[src/core/pmt_pkg.sv]
// Purpose: Shared constants for the port message termination and timeout block
// Assumes: 25 MHz system clock, eight module ports, AXI4-Lite register access
// Notes: Byte offsets are word aligned; port registers sit in 8-word windows
package pmt_pkg;
  localparam int NUM_PORTS = 8;
  localparam int PORT_W = 3;
  localparam int BYTE_W = 8;
  localparam int TOUT_W = 16;
  localparam int TERM_W = 3;
  localparam int ADDR_W = 8;
  localparam int DATA_W = 32;
  // Timing
  localparam int CLK_PERIOD_NS = 32'h0000_0028;
  localparam int TICK_PERIOD_NS = 32'h000F_4240;
  localparam int MS_TICK_CYCLES = TICK_PERIOD_NS / CLK_PERIOD_NS;
  localparam int TICK_CNT_W = 16;
  localparam logic [TOUT_W-1:0] TOUT_DEFAULT_MS = 16'h03E8;
  localparam logic [TOUT_W-1:0] TOUT_ZERO = 16'h0000;
  // Termination selector codes
  localparam logic [TERM_W-1:0] TERM_CR = 3'h0;
  localparam logic [TERM_W-1:0] TERM_LF = 3'h1;
  localparam logic [TERM_W-1:0] TERM_CRLF = 3'h2;
  localparam logic [TERM_W-1:0] TERM_LFCR = 3'h3;
  localparam logic [TERM_W-1:0] TERM_NONE = 3'h4;
  localparam logic [BYTE_W-1:0] CH_CR = 8'h0D;
  localparam logic [BYTE_W-1:0] CH_LF = 8'h0A;
  localparam logic [NUM_PORTS-1:0] PORT_ONE = 8'h01;
  // Register map
  localparam logic [ADDR_W-1:0] A_CTRL = 8'h00;
  localparam logic [ADDR_W-1:0] A_CONN = 8'h04;
  localparam logic [ADDR_W-1:0] A_STAT = 8'h08;
  localparam logic [ADDR_W-1:0] A_MASK = 8'h0C;
  localparam logic [ADDR_W-1:0] A_HOST_TERM = 8'h10;
  localparam logic [ADDR_W-1:0] A_STATE = 8'h14;
  localparam logic [ADDR_W-1:0] A_TOUT_BASE = 8'h20;
  localparam logic [ADDR_W-1:0] A_TERM_BASE = 8'h40;
  localparam int SEL_HI = 7;
  localparam int SEL_LO = 5;
  localparam int IDX_HI = 4;
  localparam int IDX_LO = 2;
  // Control register bits
  localparam int CTRL_LFEOI = 0;
  localparam int CTRL_EOICV = 1;
  localparam int CTRL_CONN = 2;
  localparam int CTRL_RSTCMD = 3;
  localparam logic [1:0] RESP_OKAY = 2'h0;
  localparam logic [1:0] RESP_SLVERR = 2'h2;

  typedef enum {P_IDLE, P_DATA, P_TERM, P_DROP} port_state_t;
  typedef enum {H_IDLE, H_OUT, H_TERM} host_state_t;

  function automatic logic [1:0] term_len(input logic [TERM_W-1:0] sel);
    case (sel)
      TERM_CR, TERM_LF: term_len = 2'h1;
      TERM_CRLF, TERM_LFCR: term_len = 2'h2;
      default: term_len = 2'h0;
    endcase
  endfunction : term_len

  function automatic logic [BYTE_W-1:0] term_char(input logic [TERM_W-1:0] sel,
                                                 input logic idx);
    if (!idx)
      term_char = (sel == TERM_CR || sel == TERM_CRLF) ? CH_CR : CH_LF;
    else
      term_char = (sel == TERM_CRLF) ? CH_LF : CH_CR;
  endfunction : term_char
endpackage : pmt_pkg

[src/core/port_msg_term_timeout.sv]
// Purpose: Port message termination, output queue timeout and connect-mode EOI
// Assumes: i_port_full already accounts for a write issued the cycle before
// Notes: Summary of operation below; registers over AXI4-Lite
//
// Summary of operation
// (RULE1) Nonzero timeout: keep retrying a full port queue at most that many ms.
// (RULE2) Timeout expiry before the byte is queued sets that port's status bit.
// (RULE3) Timeout zero: wait forever on a full port queue.
// (RULE4) Reset loads every port timeout with 1000 ms.
// (RULE5) Terminator codes: CR 0, LF 1, CRLF 2, LFCR 3, none 4.
// (RULE6) Terminated sends and broadcasts get CR/LF bytes in selector order.
// (RULE7) RS-232 host: query responses end with the host port terminator.
// (RULE8) GPIB host: query responses always end with LF plus EOI.
// (RULE9) Power-on sets port terminators to LF; reset command sets CR.
// (RULE10) RS-232 host: host terminator CRLF at power-on and reset command.
// (RULE11) Connect mode, EOI-on-LF on: EOI with every LF from the port.
// (RULE12) EOI-on-LF setting: 0 off, 1 on, on after reset.
// (RULE13) Connect mode, conversion on: host EOI sends an extra LF to port.
// (RULE14) EOI conversion setting: 0 off, 1 on, on after reset.
// (RULE15) Both EOI settings have no effect with an RS-232 host.
// (RULE16) Timeouts count a free-running 1 ms tick, restarted per blocked byte.
`timescale 1ns/1ps
module port_msg_term_timeout #(
  parameter int TICK_CYCLES = pmt_pkg::MS_TICK_CYCLES
) (
  // Clock and reset
  input wire logic i_mclk,
  input wire logic i_rst,
  // Host interface type strap
  input wire logic i_host_is_rs232,
  // AXI4-Lite slave
  input wire logic i_s_axi_awvalid,
  input wire logic [pmt_pkg::ADDR_W-1:0] i_s_axi_awaddr,
  output logic o_s_axi_awready,
  input wire logic i_s_axi_wvalid,
  input wire logic [pmt_pkg::DATA_W-1:0] i_s_axi_wdata,
  input wire logic [3:0] i_s_axi_wstrb,
  output logic o_s_axi_wready,
  output logic o_s_axi_bvalid,
  output logic [1:0] o_s_axi_bresp,
  input wire logic i_s_axi_bready,
  input wire logic i_s_axi_arvalid,
  input wire logic [pmt_pkg::ADDR_W-1:0] i_s_axi_araddr,
  output logic o_s_axi_arready,
  output logic o_s_axi_rvalid,
  output logic [pmt_pkg::DATA_W-1:0] o_s_axi_rdata,
  output logic [1:0] o_s_axi_rresp,
  input wire logic i_s_axi_rready,
  // Port message source (send or broadcast commands)
  input wire logic i_msg_valid,
  input wire logic [pmt_pkg::BYTE_W-1:0] i_msg_data,
  input wire logic [pmt_pkg::PORT_W-1:0] i_msg_port,
  input wire logic i_msg_last,
  input wire logic i_msg_term,
  output logic o_msg_ready,
  // Connect mode, bytes received from the host
  input wire logic i_hrx_valid,
  input wire logic [pmt_pkg::BYTE_W-1:0] i_hrx_data,
  input wire logic i_hrx_eoi,
  output logic o_hrx_ready,
  // Port output queues
  input wire logic [pmt_pkg::NUM_PORTS-1:0] i_port_full,
  output logic o_port_wr,
  output logic [pmt_pkg::BYTE_W-1:0] o_port_data,
  output logic [pmt_pkg::PORT_W-1:0] o_port_num,
  // Query responses
  input wire logic i_resp_valid,
  input wire logic [pmt_pkg::BYTE_W-1:0] i_resp_data,
  input wire logic i_resp_last,
  output logic o_resp_ready,
  // Connect mode, bytes received from the connected port
  input wire logic i_crx_valid,
  input wire logic [pmt_pkg::BYTE_W-1:0] i_crx_data,
  output logic o_crx_ready,
  // Host transmit
  output logic o_host_valid,
  output logic [pmt_pkg::BYTE_W-1:0] o_host_data,
  output logic o_host_eoi,
  input wire logic i_host_ready,
  // Interrupt
  output logic o_irq
);
  import pmt_pkg::*;

  // Registers
  logic lfeoi_r, eoicv_r, conn_r, init_r, irq_r;
  logic [PORT_W-1:0] conn_port_r;
  logic [NUM_PORTS-1:0] stat_r, mask_r;
  logic [TERM_W-1:0] host_term_r;
  logic [TOUT_W-1:0] tout_r [NUM_PORTS];
  logic [TERM_W-1:0] term_r [NUM_PORTS];
  logic [TICK_CNT_W-1:0] tick_cnt_r;
  logic tick_r;

  // AXI state
  logic awready_r, wready_r, bvalid_r, arready_r, rvalid_r;
  logic aw_got_r, w_got_r;
  logic [1:0] bresp_r, rresp_r;
  logic [ADDR_W-1:0] aw_addr_r;
  logic [DATA_W-1:0] w_data_r, rdata_r;
  logic [3:0] w_strb_r;

  // Port engine state
  port_state_t p_state_r, p_nxt;
  logic [BYTE_W-1:0] slot_data_r, port_data_r;
  logic [PORT_W-1:0] slot_port_r, port_num_r;
  logic [TERM_W-1:0] slot_sel_r;
  logic slot_last_r, term_idx_r, port_wr_r, msg_ready_r, hrx_ready_r;
  logic [TOUT_W-1:0] wait_ms_r;

  // Host engine state
  host_state_t h_state_r, h_nxt;
  logic [TERM_W-1:0] h_sel_r;
  logic h_last_r, h_idx_r, host_valid_r, host_eoi_r, resp_ready_r, crx_ready_r;
  logic [BYTE_W-1:0] host_data_r;

  // Bus decode
  wire aw_take = i_s_axi_awvalid & awready_r;
  wire w_take = i_s_axi_wvalid & wready_r;
  wire wr_fire = aw_got_r & w_got_r & ~bvalid_r;
  wire aw_got_n = (aw_got_r | aw_take) & ~wr_fire;
  wire w_got_n = (w_got_r | w_take) & ~wr_fire;
  wire bvalid_n = (bvalid_r & ~i_s_axi_bready) | wr_fire;
  wire ar_take = i_s_axi_arvalid & arready_r;
  wire rvalid_n = (rvalid_r & ~i_s_axi_rready) | ar_take;
  wire [PORT_W-1:0] wa_idx = aw_addr_r[IDX_HI:IDX_LO];
  wire [PORT_W-1:0] ra_idx = i_s_axi_araddr[IDX_HI:IDX_LO];
  wire wa_tout = aw_addr_r[SEL_HI:SEL_LO] == A_TOUT_BASE[SEL_HI:SEL_LO];
  wire wa_term = aw_addr_r[SEL_HI:SEL_LO] == A_TERM_BASE[SEL_HI:SEL_LO];
  wire ra_tout = i_s_axi_araddr[SEL_HI:SEL_LO] == A_TOUT_BASE[SEL_HI:SEL_LO];
  wire ra_term = i_s_axi_araddr[SEL_HI:SEL_LO] == A_TERM_BASE[SEL_HI:SEL_LO];
  wire wr_lo = wr_fire & w_strb_r[0];
  wire wr_ctrl = wr_lo & (aw_addr_r == A_CTRL);
  wire wr_conn = wr_lo & (aw_addr_r == A_CONN);
  wire wr_stat = wr_lo & (aw_addr_r == A_STAT);
  wire wr_mask = wr_lo & (aw_addr_r == A_MASK);
  wire wr_hterm = wr_lo & (aw_addr_r == A_HOST_TERM);
  wire wr_ok = wa_tout | wa_term | (aw_addr_r == A_CTRL) | (aw_addr_r == A_CONN) |
               (aw_addr_r == A_STAT) | (aw_addr_r == A_MASK) |
               (aw_addr_r == A_HOST_TERM) | (aw_addr_r == A_STATE);
  wire rstcmd = wr_ctrl & w_data_r[CTRL_RSTCMD];
  wire gpib = ~i_host_is_rs232;

  // Port engine decode
  wire msg_take = msg_ready_r & i_msg_valid;
  wire hrx_take = hrx_ready_r & i_hrx_valid;
  wire p_active = (p_state_r == P_DATA) | (p_state_r == P_TERM);
  wire cur_full = i_port_full[slot_port_r];
  wire [TOUT_W-1:0] tout_cur = tout_r[slot_port_r];
  wire blocked = p_active & cur_full;
  wire expire = blocked & (tout_cur != TOUT_ZERO) & (wait_ms_r >= tout_cur);
  wire can_wr = p_active & ~cur_full;
  wire [1:0] slot_len = term_len(slot_sel_r);
  wire term_done = ({1'b0, term_idx_r} + 2'h1) == slot_len;
  wire [BYTE_W-1:0] cur_byte = (p_state_r == P_TERM) ?
                               term_char(slot_sel_r, term_idx_r) : slot_data_r;
  wire [TERM_W-1:0] msg_sel = i_msg_term ? term_r[i_msg_port] : TERM_NONE;
  wire [TERM_W-1:0] hrx_sel = (i_hrx_eoi & eoicv_r & gpib) ? TERM_LF : TERM_NONE;
  wire [NUM_PORTS-1:0] exp_vec = {NUM_PORTS{expire}} & (PORT_ONE << slot_port_r);
  wire [NUM_PORTS-1:0] stat_nxt = (stat_r & ~({NUM_PORTS{wr_stat}} &
                                   w_data_r[NUM_PORTS-1:0])) | exp_vec;

  // Host engine decode
  wire resp_take = resp_ready_r & i_resp_valid;
  wire crx_take = crx_ready_r & i_crx_valid;
  wire h_acc = host_valid_r & i_host_ready;
  wire [1:0] h_len = term_len(h_sel_r);
  wire h_term_done = ({1'b0, h_idx_r} + 2'h1) == h_len;
  wire [TERM_W-1:0] resp_sel = gpib ? TERM_LF : host_term_r;
  wire crx_eoi = gpib & lfeoi_r & (i_crx_data == CH_LF);

  // Read mux
  wire [DATA_W-1:0] rd_data =
    (i_s_axi_araddr == A_CTRL) ? {29'h0, conn_r, eoicv_r, lfeoi_r} :
    (i_s_axi_araddr == A_CONN) ? {29'h0, conn_port_r} :
    (i_s_axi_araddr == A_STAT) ? {24'h0, stat_r} :
    (i_s_axi_araddr == A_MASK) ? {24'h0, mask_r} :
    (i_s_axi_araddr == A_HOST_TERM) ? {29'h0, host_term_r} :
    (i_s_axi_araddr == A_STATE) ? {29'h0, i_host_is_rs232, p_active, blocked} :
    ra_tout ? {16'h0, tout_r[ra_idx]} :
    ra_term ? {29'h0, term_r[ra_idx]} : 32'h0000_0000;
  wire rd_ok = ra_tout | ra_term | (i_s_axi_araddr == A_CTRL) |
               (i_s_axi_araddr == A_CONN) | (i_s_axi_araddr == A_STAT) |
               (i_s_axi_araddr == A_MASK) | (i_s_axi_araddr == A_HOST_TERM) |
               (i_s_axi_araddr == A_STATE);

  // AXI write channel
  always_ff @(posedge i_mclk or posedge i_rst)
  begin
    if (i_rst)
    begin
      aw_got_r <= 1'b0; w_got_r <= 1'b0; awready_r <= 1'b0; wready_r <= 1'b0;
      bvalid_r <= 1'b0; bresp_r <= RESP_OKAY; aw_addr_r <= '0; w_data_r <= '0;
      w_strb_r <= '0;
    end
    else
    begin
      aw_got_r <= aw_got_n; w_got_r <= w_got_n;
      awready_r <= ~aw_got_n; wready_r <= ~w_got_n; bvalid_r <= bvalid_n;
      if (aw_take) aw_addr_r <= i_s_axi_awaddr;
      if (w_take) w_data_r <= i_s_axi_wdata;
      if (w_take) w_strb_r <= i_s_axi_wstrb;
      if (wr_fire) bresp_r <= wr_ok ? RESP_OKAY : RESP_SLVERR;
    end
  end

  // AXI read channel, answer one cycle after the address is taken
  always_ff @(posedge i_mclk or posedge i_rst)
  begin
    if (i_rst)
    begin
      arready_r <= 1'b0; rvalid_r <= 1'b0; rdata_r <= '0; rresp_r <= RESP_OKAY;
    end
    else
    begin
      arready_r <= ~rvalid_n; rvalid_r <= rvalid_n;
      if (ar_take) rdata_r <= rd_data;
      if (ar_take) rresp_r <= rd_ok ? RESP_OKAY : RESP_SLVERR;
    end
  end

  // Control, status, mask and host terminator
  always_ff @(posedge i_mclk or posedge i_rst)
  begin
    if (i_rst)
    begin
      lfeoi_r <= 1'b1; eoicv_r <= 1'b1; conn_r <= 1'b0; conn_port_r <= '0; // [RULE12] [RULE14]
      stat_r <= '0; mask_r <= '0; irq_r <= 1'b0; init_r <= 1'b1;
      host_term_r <= TERM_LF; // [RULE9]
    end
    else
    begin
      init_r <= 1'b0;
      stat_r <= stat_nxt; // [RULE2]
      irq_r <= |(stat_nxt & mask_r);
      if (wr_mask) mask_r <= w_data_r[NUM_PORTS-1:0];
      if (wr_conn) conn_port_r <= w_data_r[PORT_W-1:0];
      if (rstcmd)
      begin
        lfeoi_r <= 1'b1; eoicv_r <= 1'b1; conn_r <= 1'b0; // [RULE12] [RULE14]
      end
      else if (wr_ctrl)
      begin
        lfeoi_r <= w_data_r[CTRL_LFEOI]; eoicv_r <= w_data_r[CTRL_EOICV];
        conn_r <= w_data_r[CTRL_CONN];
      end
      // Strap caught on the first edge after release
      if (init_r | rstcmd)
        host_term_r <= i_host_is_rs232 ? TERM_CRLF : (rstcmd ? TERM_CR : host_term_r); // [RULE10]
      else if (wr_hterm)
        host_term_r <= w_data_r[TERM_W-1:0];
    end
  end

  // Per-port timeout and terminator settings
  for (genvar g = 0; g < NUM_PORTS; g++)
  begin : g_port
    wire sel_me = wa_idx == PORT_W'(g);
    always_ff @(posedge i_mclk or posedge i_rst)
    begin
      if (i_rst)
      begin
        tout_r[g] <= TOUT_DEFAULT_MS; // [RULE4]
        term_r[g] <= TERM_LF; // [RULE9]
      end
      else if (rstcmd)
      begin
        tout_r[g] <= TOUT_DEFAULT_MS; // [RULE4]
        term_r[g] <= TERM_CR; // [RULE9]
      end
      else
      begin
        if (wr_fire & wa_tout & sel_me & w_strb_r[0]) tout_r[g][7:0] <= w_data_r[7:0];
        if (wr_fire & wa_tout & sel_me & w_strb_r[1]) tout_r[g][15:8] <= w_data_r[15:8];
        if (wr_lo & wa_term & sel_me) term_r[g] <= w_data_r[TERM_W-1:0]; // [RULE5]
      end
    end
  end

  // Free-running millisecond tick
  always_ff @(posedge i_mclk or posedge i_rst)
  begin
    if (i_rst)
    begin
      tick_cnt_r <= '0; tick_r <= 1'b0;
    end
    else
    begin
      tick_r <= tick_cnt_r == TICK_CNT_W'(TICK_CYCLES - 1); // [RULE16]
      tick_cnt_r <= (tick_cnt_r == TICK_CNT_W'(TICK_CYCLES - 1)) ? '0 : tick_cnt_r + 1'b1;
    end
  end

  // Port engine next state
  always_comb
  begin
    p_nxt = p_state_r;
    case (p_state_r)
      P_IDLE: if (msg_take | hrx_take) p_nxt = P_DATA;
      P_DATA:
        if (can_wr) p_nxt = (slot_last_r & (slot_len != 2'h0)) ? P_TERM : P_IDLE; // [RULE6]
        else if (expire) p_nxt = slot_last_r ? P_IDLE : P_DROP; // [RULE1]
      P_TERM:
        if (can_wr) p_nxt = term_done ? P_IDLE : P_TERM;
        else if (expire) p_nxt = P_IDLE;
      P_DROP: if (msg_take & i_msg_last) p_nxt = P_IDLE;
      default: p_nxt = P_IDLE;
    endcase
  end

  always_ff @(posedge i_mclk or posedge i_rst)
  begin
    if (i_rst)
    begin
      p_state_r <= P_IDLE; slot_data_r <= '0; slot_port_r <= '0; slot_sel_r <= TERM_NONE;
      slot_last_r <= 1'b0; term_idx_r <= 1'b0; wait_ms_r <= '0;
      msg_ready_r <= 1'b0; hrx_ready_r <= 1'b0;
      port_wr_r <= 1'b0; port_data_r <= '0; port_num_r <= '0;
    end
    else
    begin
      p_state_r <= p_nxt;
      msg_ready_r <= ((p_nxt == P_IDLE) & ~conn_r) | (p_nxt == P_DROP);
      hrx_ready_r <= (p_nxt == P_IDLE) & conn_r;
      if ((p_state_r == P_IDLE) & (msg_take | hrx_take))
      begin
        slot_data_r <= msg_take ? i_msg_data : i_hrx_data;
        slot_port_r <= msg_take ? i_msg_port : conn_port_r;
        slot_last_r <= msg_take ? i_msg_last : 1'b1;
        slot_sel_r <= msg_take ? msg_sel : hrx_sel; // [RULE6] [RULE13] [RULE15]
      end
      term_idx_r <= (p_state_r == P_TERM) ? term_idx_r ^ can_wr : 1'b0;
      // Restarted for each blocked byte; zero setting never expires
      wait_ms_r <= ~blocked ? '0 : wait_ms_r + {15'h0, tick_r & ~expire}; // [RULE16] [RULE3]
      port_wr_r <= can_wr;
      if (can_wr) port_data_r <= cur_byte;
      if (can_wr) port_num_r <= slot_port_r;
    end
  end

  // Host engine next state
  always_comb
  begin
    h_nxt = h_state_r;
    case (h_state_r)
      H_IDLE: if (resp_take | crx_take) h_nxt = H_OUT;
      H_OUT: if (h_acc) h_nxt = (h_last_r & (h_len != 2'h0)) ? H_TERM : H_IDLE; // [RULE7]
      H_TERM: if (h_acc & h_term_done) h_nxt = H_IDLE;
      default: h_nxt = H_IDLE;
    endcase
  end

  always_ff @(posedge i_mclk or posedge i_rst)
  begin
    if (i_rst)
    begin
      h_state_r <= H_IDLE; h_sel_r <= TERM_NONE; h_last_r <= 1'b0; h_idx_r <= 1'b0;
      host_valid_r <= 1'b0; host_data_r <= '0; host_eoi_r <= 1'b0;
      resp_ready_r <= 1'b0; crx_ready_r <= 1'b0;
    end
    else
    begin
      h_state_r <= h_nxt;
      resp_ready_r <= (h_nxt == H_IDLE) & ~conn_r;
      crx_ready_r <= (h_nxt == H_IDLE) & conn_r;
      if ((h_state_r == H_IDLE) & (resp_take | crx_take))
      begin
        host_valid_r <= 1'b1;
        host_data_r <= resp_take ? i_resp_data : i_crx_data;
        host_eoi_r <= crx_take & crx_eoi; // [RULE11] [RULE15]
        h_last_r <= resp_take & i_resp_last;
        h_sel_r <= resp_sel; // [RULE7] [RULE8]
        h_idx_r <= 1'b0;
      end
      else if (h_acc & (h_nxt == H_TERM))
      begin
        host_data_r <= term_char(h_sel_r, h_idx_r ^ (h_state_r == H_TERM));
        host_eoi_r <= gpib & (h_state_r == H_OUT ? h_len == 2'h1 : 1'b1); // [RULE8]
        h_idx_r <= h_state_r == H_TERM;
      end
      else if (h_acc)
      begin
        host_valid_r <= 1'b0; host_eoi_r <= 1'b0;
      end
    end
  end

  assign o_s_axi_awready = awready_r;
  assign o_s_axi_wready = wready_r;
  assign o_s_axi_bvalid = bvalid_r;
  assign o_s_axi_bresp = bresp_r;
  assign o_s_axi_arready = arready_r;
  assign o_s_axi_rvalid = rvalid_r;
  assign o_s_axi_rdata = rdata_r;
  assign o_s_axi_rresp = rresp_r;
  assign o_msg_ready = msg_ready_r;
  assign o_hrx_ready = hrx_ready_r;
  assign o_port_wr = port_wr_r;
  assign o_port_data = port_data_r;
  assign o_port_num = port_num_r;
  assign o_resp_ready = resp_ready_r;
  assign o_crx_ready = crx_ready_r;
  assign o_host_valid = host_valid_r;
  assign o_host_data = host_data_r;
  assign o_host_eoi = host_eoi_r;
  assign o_irq = irq_r;

  // Checks
  a_wait_bounded: assert property (@(posedge i_mclk) disable iff (i_rst) // [RULE1]
    (blocked && tout_cur != TOUT_ZERO) |-> wait_ms_r <= tout_cur)
    else $error("wait exceeded timeout");
  property p_expire_flags;
    logic [PORT_W-1:0] p;
    @(posedge i_mclk) disable iff (i_rst) (expire, p = slot_port_r) |=> stat_r[p];
  endproperty
  a_expire_sets_stat: assert property (p_expire_flags) // [RULE2]
    else $error("timeout not recorded");
  a_zero_never_expires: assert property (@(posedge i_mclk) disable iff (i_rst) // [RULE3]
    (tout_cur == TOUT_ZERO) |-> !expire)
    else $error("zero timeout expired");
  a_reset_defaults: assert property (@(posedge i_mclk) disable iff (i_rst) // [RULE4]
    $past(i_rst) |-> (tout_r[0] == TOUT_DEFAULT_MS && lfeoi_r && eoicv_r))
    else $error("reset defaults wrong");
  a_rstcmd_term_cr: assert property (@(posedge i_mclk) disable iff (i_rst) // [RULE9]
    rstcmd |=> (term_r[0] == TERM_CR && tout_r[NUM_PORTS-1] == TOUT_DEFAULT_MS))
    else $error("reset command defaults wrong");
  a_term_bytes_crlf: assert property (@(posedge i_mclk) disable iff (i_rst) // [RULE6]
    (p_state_r == P_TERM && can_wr) |=> (o_port_wr && (o_port_data == CH_CR ||
     o_port_data == CH_LF)))
    else $error("bad terminator byte");
  a_gpib_resp_lf_eoi: assert property (@(posedge i_mclk) disable iff (i_rst) // [RULE8]
    (h_state_r == H_TERM && gpib && $past(gpib, 2)) |-> (o_host_eoi && o_host_data == CH_LF))
    else $error("gpib response not LF-EOI");
  a_conn_lf_eoi: assert property (@(posedge i_mclk) disable iff (i_rst) // [RULE11]
    (crx_take && h_state_r == H_IDLE && crx_eoi) |=> (o_host_valid && o_host_eoi))
    else $error("missing EOI on LF");
  a_eoicv_adds_lf: assert property (@(posedge i_mclk) disable iff (i_rst) // [RULE13]
    (hrx_take && p_state_r == P_IDLE && i_hrx_eoi && eoicv_r && gpib) |=> slot_sel_r == TERM_LF)
    else $error("EOI not converted");
  a_rs232_no_eoi: assert property (@(posedge i_mclk) disable iff (i_rst) // [RULE15]
    (i_host_is_rs232 && $past(i_host_is_rs232, 2) && o_host_valid) |-> !o_host_eoi)
    else $error("EOI on RS-232 host");
  c_timeout: cover property (@(posedge i_mclk) disable iff (i_rst) expire);
  c_term_two: cover property (@(posedge i_mclk) disable iff (i_rst)
    (p_state_r == P_TERM && can_wr && term_idx_r));
  c_conn_eoi: cover property (@(posedge i_mclk) disable iff (i_rst) o_host_valid && o_host_eoi);
endmodule : port_msg_term_timeout

[config.mk]
export PLATFORM = sky130hd
export DESIGN_NAME = port_msg_term_timeout
export DESIGN_NICKNAME = d
export VERILOG_FILES = /design/src/core/pmt_pkg.sv /design/src/core/port_msg_term_timeout.sv
export SDC_FILE = /design/constraint.sdc
export NUM_CORES = 1
export LEC_CHECK = 0
export ABC_AREA = 1
export BUFFER_PORTS_ARGS = -buffer_cell sky130_fd_sc_hd__buf_2
export CAP_MARGIN = 20
export CORE_MARGIN = 4
export CORE_UTILIZATION = 45
export DETAILED_ROUTE_END_ITERATION = 12
export SYNTH_ARGS = -nofsm -noshare
export SYNTH_HDL_FRONTEND = slang
export SYNTH_SLANG_ARGS = --single-unit
[constraint.sdc]
create_clock -name i_mclk -period 15.09 [get_ports i_mclk]
set_input_delay 0.7545 -clock i_mclk [delete_from_list [all_inputs] [get_ports i_mclk]]
set_output_delay 0.7545 -clock i_mclk [all_outputs]
set_load 0.02 [all_outputs]
==> metrics.yaml, run 1 <==
cp_slowest_cell: "inv_2"
post_cts_buffers: 0
pre_cts_slack_ns: 9.75
synthAdderAreaFrac: 0.0130
crit_end: "wait_ms_r[15]$_DFF_PP0_"
placementRows: 73
synth_mux_area_frac: 0
cts.clk_slew.worst_paths_ns: 0.06
core_area_um2: 39900
synth_top_family_by_area: "simple AND/OR/NAND/NOR gates"
yosys.area_share.simple: 0.233
ys.flop_type: "dfrtp_1"
final_common_cell: "nand2_1"
worst_pin_slew_ns: 1.06
r2r.worst_path.cells: 34
finClkSkew_ns: 0.0228
cts_sinks: 374
critPathArrivalTime_ns: 5.88
clock.fmax_mhz: 184
diodes: 0
critPathLaunch: "slot_port_r[0]$_DFFE_PP0P_"
synth_edf_count: 0
vias: 15977
io_buffer_count: 143
max_stage_delay_ns: 0.62
cts_tree: "built"
relSlewSlack: 0.291
synth-async-reset-ratio: 1.00
setup_ws_ns: 9.66
grt_first_pass_wirelength_mm: 85.4
final_cell_mix: "nand2_1 (743), dfrtp_1 (311), o21ai_0 (261), inv_1 (238), nor2_1 (170)"
drtIter0Drc: 1347
h-tree-depth: 2
cts_hold_buf: 0
cts_buffers: 43
timing.final.max_slew_violations: 0
grt_max_degree: 98
cts_buffer_depth: 3
ys_ff_latch: 374
cp-start-kind: "flop"
drtPass1Iterations: 5
status: "completed"
remaining_drc_errors: 0
wl_mm: 53.4
cts_root_buf: "clkbuf_16"
maxCapViolCount: 0
wl_per_cell_um: 17.6
cp-end-kind: "flop"
rsz0062_at_grt: "false"
setup_tns_ns: 0
antenna_found_initial: 0
gp_congestion: 0.918
die_w_um: 209
hold_viol: 0
drtAntennaViolNets: 0
power_density_nw_per_um2: 146
max-vdd-ir-drop_v: 0.000109
die-area_um2: 43800
crit_fanout: 37
ys_warn_count: 0
syn2layout_area_growth_pct: 14.9
cp.required_ns: 15.54
cp_common_cell: "nand2_1"
synth_compound_area_frac: 0.155
critical_path_class: "reg -> reg"
fp.dieH_um: 209
r2r_start: "slot_port_r[0]$_DFFE_PP0P_"
drive_above_1_share: 0.125
grt_usage: 0.242
cellLeakagePower_uw: 0.00995
setup_viol: 0
syn_inst: 2293
power.total_uw: 3070
min-delay-path-class: "in -> async"
finalCritPeriodShare: 0.360
avgSynthCellArea_um2: 7.96
yosysSeqAreaShare: 0.517
layout_min_cycle_time_ns: 5.43
io_pins: 180
grt.overflow.total: 0
utilization: 0.525
grt_pass1_vias: 15659
yosysUniqueCellTypes: 52
initial_core_util: 0.457
synth-xor-area-share: 0.00432
dp_hpwl_mm: 36.7
syn_area_um2: 18200
r2r_end: "wait_ms_r[15]$_DFF_PP0_"
rrSetupSlack_ns: 9.66
fin_nets: 2612
clock_latency_ns: 0.57
cts_resized: 0
viasPerCell: 5.26
==> synthesized netlist by cell type (2+ instances only) <==
master	count	area, µm²
o21ai_1	14	70.1
nor3b_1	5	37.5
a21oi_1	68	340
a31oi_1	17	106
nor2_4	3	33.8
a211oi_1	5	37.5
nand2_2	3	18.8
o21a_1	2	15.0
or2_2	5	31.3
dfstp_2	62	1630
a22oi_1	29	218
clkinv_1	3	11.3
a31o_2	4	35.0
buf_2	15	75.1
inv_2	4	15.0
xor2_1	8	70.1
buf_6	4	45.0
nor3_1	20	100
buf_1	5	18.8
ha_1	19	238
o22ai_1	37	231
a221oi_1	7	61.3
a41oi_1	2	17.5
o2111ai_1	11	96.3
nor2_1	170	638
inv_1	239	897
nand3_1	69	345
nand4_1	22	138
dfrtp_1	312	7810
buf_4	22	165
nand2_1	743	2790
nor4_1	6	37.5
o21bai_1	2	15.0
clkbuf_1	50	188
a21o_1	3	22.5
o21ai_0	261	1310
o211ai_1	27	203
==> where the power goes <==
part | internal [µW] | leakage (µW) | total [µW] | switching, µW
registers | 1240 | 0.00467 | 1380 | 147
clock network | 609 | 0.000676 | 1020 | 413
logic | 211 | 0.00460 | 664 | 453
==> critical path: cells and delay by family, from the launching register on <==
kind	cells	cell delay (ns)
adder cells (fa/ha/maj)	2	0.45
buffers and inverters	7	1.43
AO/OA/AOI/OAI	3	0.41
flip-flops	1	0.38
AND/OR/NAND/NOR	22	2.59
==> area by class of cell <==
type / count / area (µm²)
Tap cell: 525 / 657
Timing Repair Buffer: 161 / 871
Clock buffer: 60 / 1210
Multi-Input combinational cell: 1655 / 7690
Clock inverter: 16 / 163
Inverter: 246 / 931
Fill cell: 3858 / 19000
Sequential cell: 374 / 9440
==> cell families (layout without fill, tap and decap cells) <==
group           Yosys count  count (layout)
flops                   374             374
buf+inv                 342             483
other cells               1              79
fa+ha+maj                19              19
compound gates          494             494
simple gates           1054            1054
xor+xnor                  9               9
==> per-stage QoR <==
step	area [µm²]	instances	hold slack (ns)
after global placement	19600	2960	0.446
after global routing	21000	3037	0.390
after detailed placement	19600	2960	0.453
final	21000	3037	0.322
after floorplan	18500	2371	0.422
after CTS	20900	3036	0.329
==> layer usage <==
metal  GRT usage  wire, µm
met1       0.336     23300
met2       0.384     24400
met3      0.0439      3930
met4      0.0857      1660
met5           0         0
==> how the worst min path moves through the flow <==
stage / start / to
final: i_rst / tout_r[106]$_DFFE_PP0P_
after global routing: i_rst / tout_r[43]$_DFFE_PP0P_
after CTS: i_rst / aw_addr_r[5]$_DFFE_PP0P_
after detailed placement: o_s_axi_rvalid$_DFF_PP0_ / o_s_axi_arready$_DFF_PP0_
after global placement: o_s_axi_rvalid$_DFF_PP0_ / o_s_axi_arready$_DFF_PP0_
after floorplan: conn_r$_DFFE_PP0P_ / o_resp_ready$_DFF_PP0_
==> registers in the layout, summed over array words and instances (netlist names), 8 cells and up <==
| register | count |
|---|---|
| aw_addr_r | 8 |
| slot_data_r | 8 |
| o_s_axi_rdata | 16 |
| tick_cnt_r | 16 |
| o_port_data | 8 |
| w_data_r | 16 |
| stat_r | 8 |
| h_state_r | 32 |
| term_r | 24 |
| wait_ms_r | 16 |
| o_host_data | 8 |
| p_state_r | 32 |
| mask_r | 8 |
| tout_r | 128 |
(Power assumes the default switching activity.)
==> inputs of run 2 (changes only) <==
--- a/config.mk
+++ b/config.mk
@@ -11,6 +11,7 @@
 export CORE_MARGIN = 4
 export CORE_UTILIZATION = 45
 export DETAILED_ROUTE_END_ITERATION = 12
+export PLACE_DENSITY = 0.66
 export SYNTH_ARGS = -nofsm -noshare
 export SYNTH_HDL_FRONTEND = slang
 export SYNTH_SLANG_ARGS = --single-unit
==> constraint.sdc (replaced) <==
create_clock -name i_mclk -period 4.9 [get_ports i_mclk]
set_input_delay 0.245 -clock i_mclk [delete_from_list [all_inputs] [get_ports i_mclk]]
set_output_delay 0.245 -clock i_mclk [all_outputs]
set_load 0.02 [all_outputs]
==> run 2 against run 1 <==
Compared with the run above:
- first-iteration DRC count rose by 31%
- critical path type unchanged
- final cell count rose by 2.1%
- setup slack got worse by 9.1 ns
- combinational power rose to 3.2 times the previous value
- critical endpoint unchanged
- non-clock buffer count rose by 63
- wire length rose by 0.26%
- largest power group unchanged
==> metrics.yaml, run 2 (synthesis results as in run 1) <==
setup_viol: 0
diodes: 0
cts_buffer_depth: 3
switching_share: 0.330
hold_viol: 0
largest_registers: "tout_r: 128 flops, h_state_r: 32 flops, p_state_r: 32 flops"
gp_congestion: 0.908
wl_mm: 53.5
cp-start-kind: "flop"
syn2layout_area_growth_pct: 18.4
regMostFlops: "tout_r"
initial_core_util: 0.457
clock.fmax_mhz: 230
worst_pin_slew_ns: 1.13
cts_tree: "built"
viasPerCell: 5.33
core_area_um2: 39900
cp_common_cell: "nand2_1"
die_w_um: 209
finalCritPeriodShare: 0.888
cp-end-kind: "flop"
place_area_um2: 19700
setup_tns_ns: 0
relSlewSlack: 0.246
cellLeakagePower_uw: 0.0103
finClkSkew_ns: 0.0249
placedCellCount: 2975
grt_first_pass_wirelength_mm: 86.0
io_pins: 180
drtAntennaViolNets: 0
timing.final.max_slew_violations: 0
largest_reg_flops: 128
drtPass1Iterations: 8
io_buffer_count: 143
combPwrFrac: 0.223
crit_fanout: 19
drtIter0Drc: 1765
grt_pass1_vias: 16201
power_density_nw_per_um2: 445
cp_top_family: "simple AND/OR/NAND/NOR gates"
grt_usage: 0.241
fin_nets: 2673
rsz0062_at_grt: "false"
layout_min_cycle_time_ns: 4.35
status: "completed"
sequentialPowerShare: 0.442
remaining_drc_errors: 0
post_cts_buffers: 0
final_cell_mix: "nand2_1 (742), dfrtp_1 (311), o21ai_0 (261), inv_1 (237), nor2_1 (170)"
final_cell_area_um2: 21600
fp.dieH_um: 209
critPathArrivalTime_ns: 4.79
critical_path_class: "reg -> reg"
worst-path-stages: 33
setup_ws_ns: 0.548
final_common_cell: "nand2_1"
cts.clk_slew.worst_paths_ns: 0.06
cp_slowest_cell: "dfrtp_2"
placementRows: 73
dp_hpwl_mm: 37.7
min-delay-path-class: "in -> reg"
power.share.clock: 0.335
wl_per_cell_um: 17.3
cp_num_buf_inv: 6
holdPathStages: 3
die-area_um2: 43800
cts_buffers: 41
intPower_uw: 6450
cts_sinks: 374
clock_latency_ns: 0.56
cts_root_buf: "clkbuf_16"
netSwitchingPower_uw: 3170
drive_above_1_share: 0.129
r2r.worst_path.cells: 33
maxCapViolCount: 0
max-vdd-ir-drop_v: 0.000284
grt_max_degree: 134
h-tree-depth: 2
utilization: 0.541
pre_cts_slack_ns: 0.433
final_cells: 3100
vias: 16532
grt.overflow.total: 0
antenna_found_initial: 0
max_stage_delay_ns: 0.45
cp.required_ns: 5.34
## run 2: changes by cell type in the layout (fill, tap and decap cells not counted), moves of 2 or more
cell / before / now
buf_4: 17 / 29
buf_6: 0 / 2
bufinv_16: 3 / 5
clkbuf_16: 43 / 41
clkbuf_8: 7 / 9
clkinv_2: 9 / 6
clkinv_8: 0 / 2
dlygate4sd3_1: 0 / 49
inv_4: 0 / 2
## run 2: final cells by class
class                           instances  area, µm²
Fill cell                            3731      18300
Sequential cell                       374       9440
Multi-Input combinational cell       1655       7700
Timing Repair Buffer                  224       1470
Clock buffer                           60       1190
Inverter                              246        932
Tap cell                              525        657
Clock inverter                         16        233
## run 2: path summary, 6_finish.rpt
check                                           start                    endpoint  slack, ns
setup / recovery           slot_port_r[0]$_DFFE_PP0P_     wait_ms_r[15]$_DFF_PP0_       0.55
hold / removal                         i_resp_data[3]  o_host_data[3]$_DFFE_PP0P_       0.02
setup reg to reg           slot_port_r[0]$_DFFE_PP0P_     wait_ms_r[15]$_DFF_PP0_       0.55
hold reg to reg               tick_cnt_r[0]$_DFF_PP0_     tick_cnt_r[0]$_DFF_PP0_       0.46
max in group asynchronous                       i_rst      p_state_r[4]$_DFF_PP0_       3.23
min in group asynchronous                       i_rst     tout_r[107]$_DFFE_PP0P_       0.41
## run 2: timing repair
| action | in CTS | in global routing |
|---|---|---|
| hold buffers | 49 | 0 |
| endpoints found under the setup margin | 0 | 2 |
| hold endpoints to repair | 189 | 0 |
| resized for setup | 0 | 8 |
## run 2: worst min-delay path, stage by stage
cell	delay, ns
buf_2	0.08
a211oi_1	0.05
o21ai_0	0.14
## run 2: power groups by stage
stage / Clock, µW / Combinational, µW / Sequential (µW)
final: 3220 / 2140 / 4260
after global routing: 3410 / 2450 / 4330
after CTS: 3270 / 2120 / 4240
after detailed placement: 0 / 2080 / 4290
after global placement: 0 / 2020 / 4270
after floorplan: 0 / 1470 / 4180
## run 2: routing by layer
metal	GRT usage	wire length, µm
met3	0.0414	4700
met5	0	0
met2	0.383	24400
met1	0.338	22700
met4	0.0781	1640
## run 2: stage by stage
step,hold WS [ns],power (µW)
after floorplan,0.341,5650
after global placement,0.425,6290
after detailed placement,0.446,6370
after CTS,0.00290,9630
after global routing,0.0361,10200
final,0.0185,9620
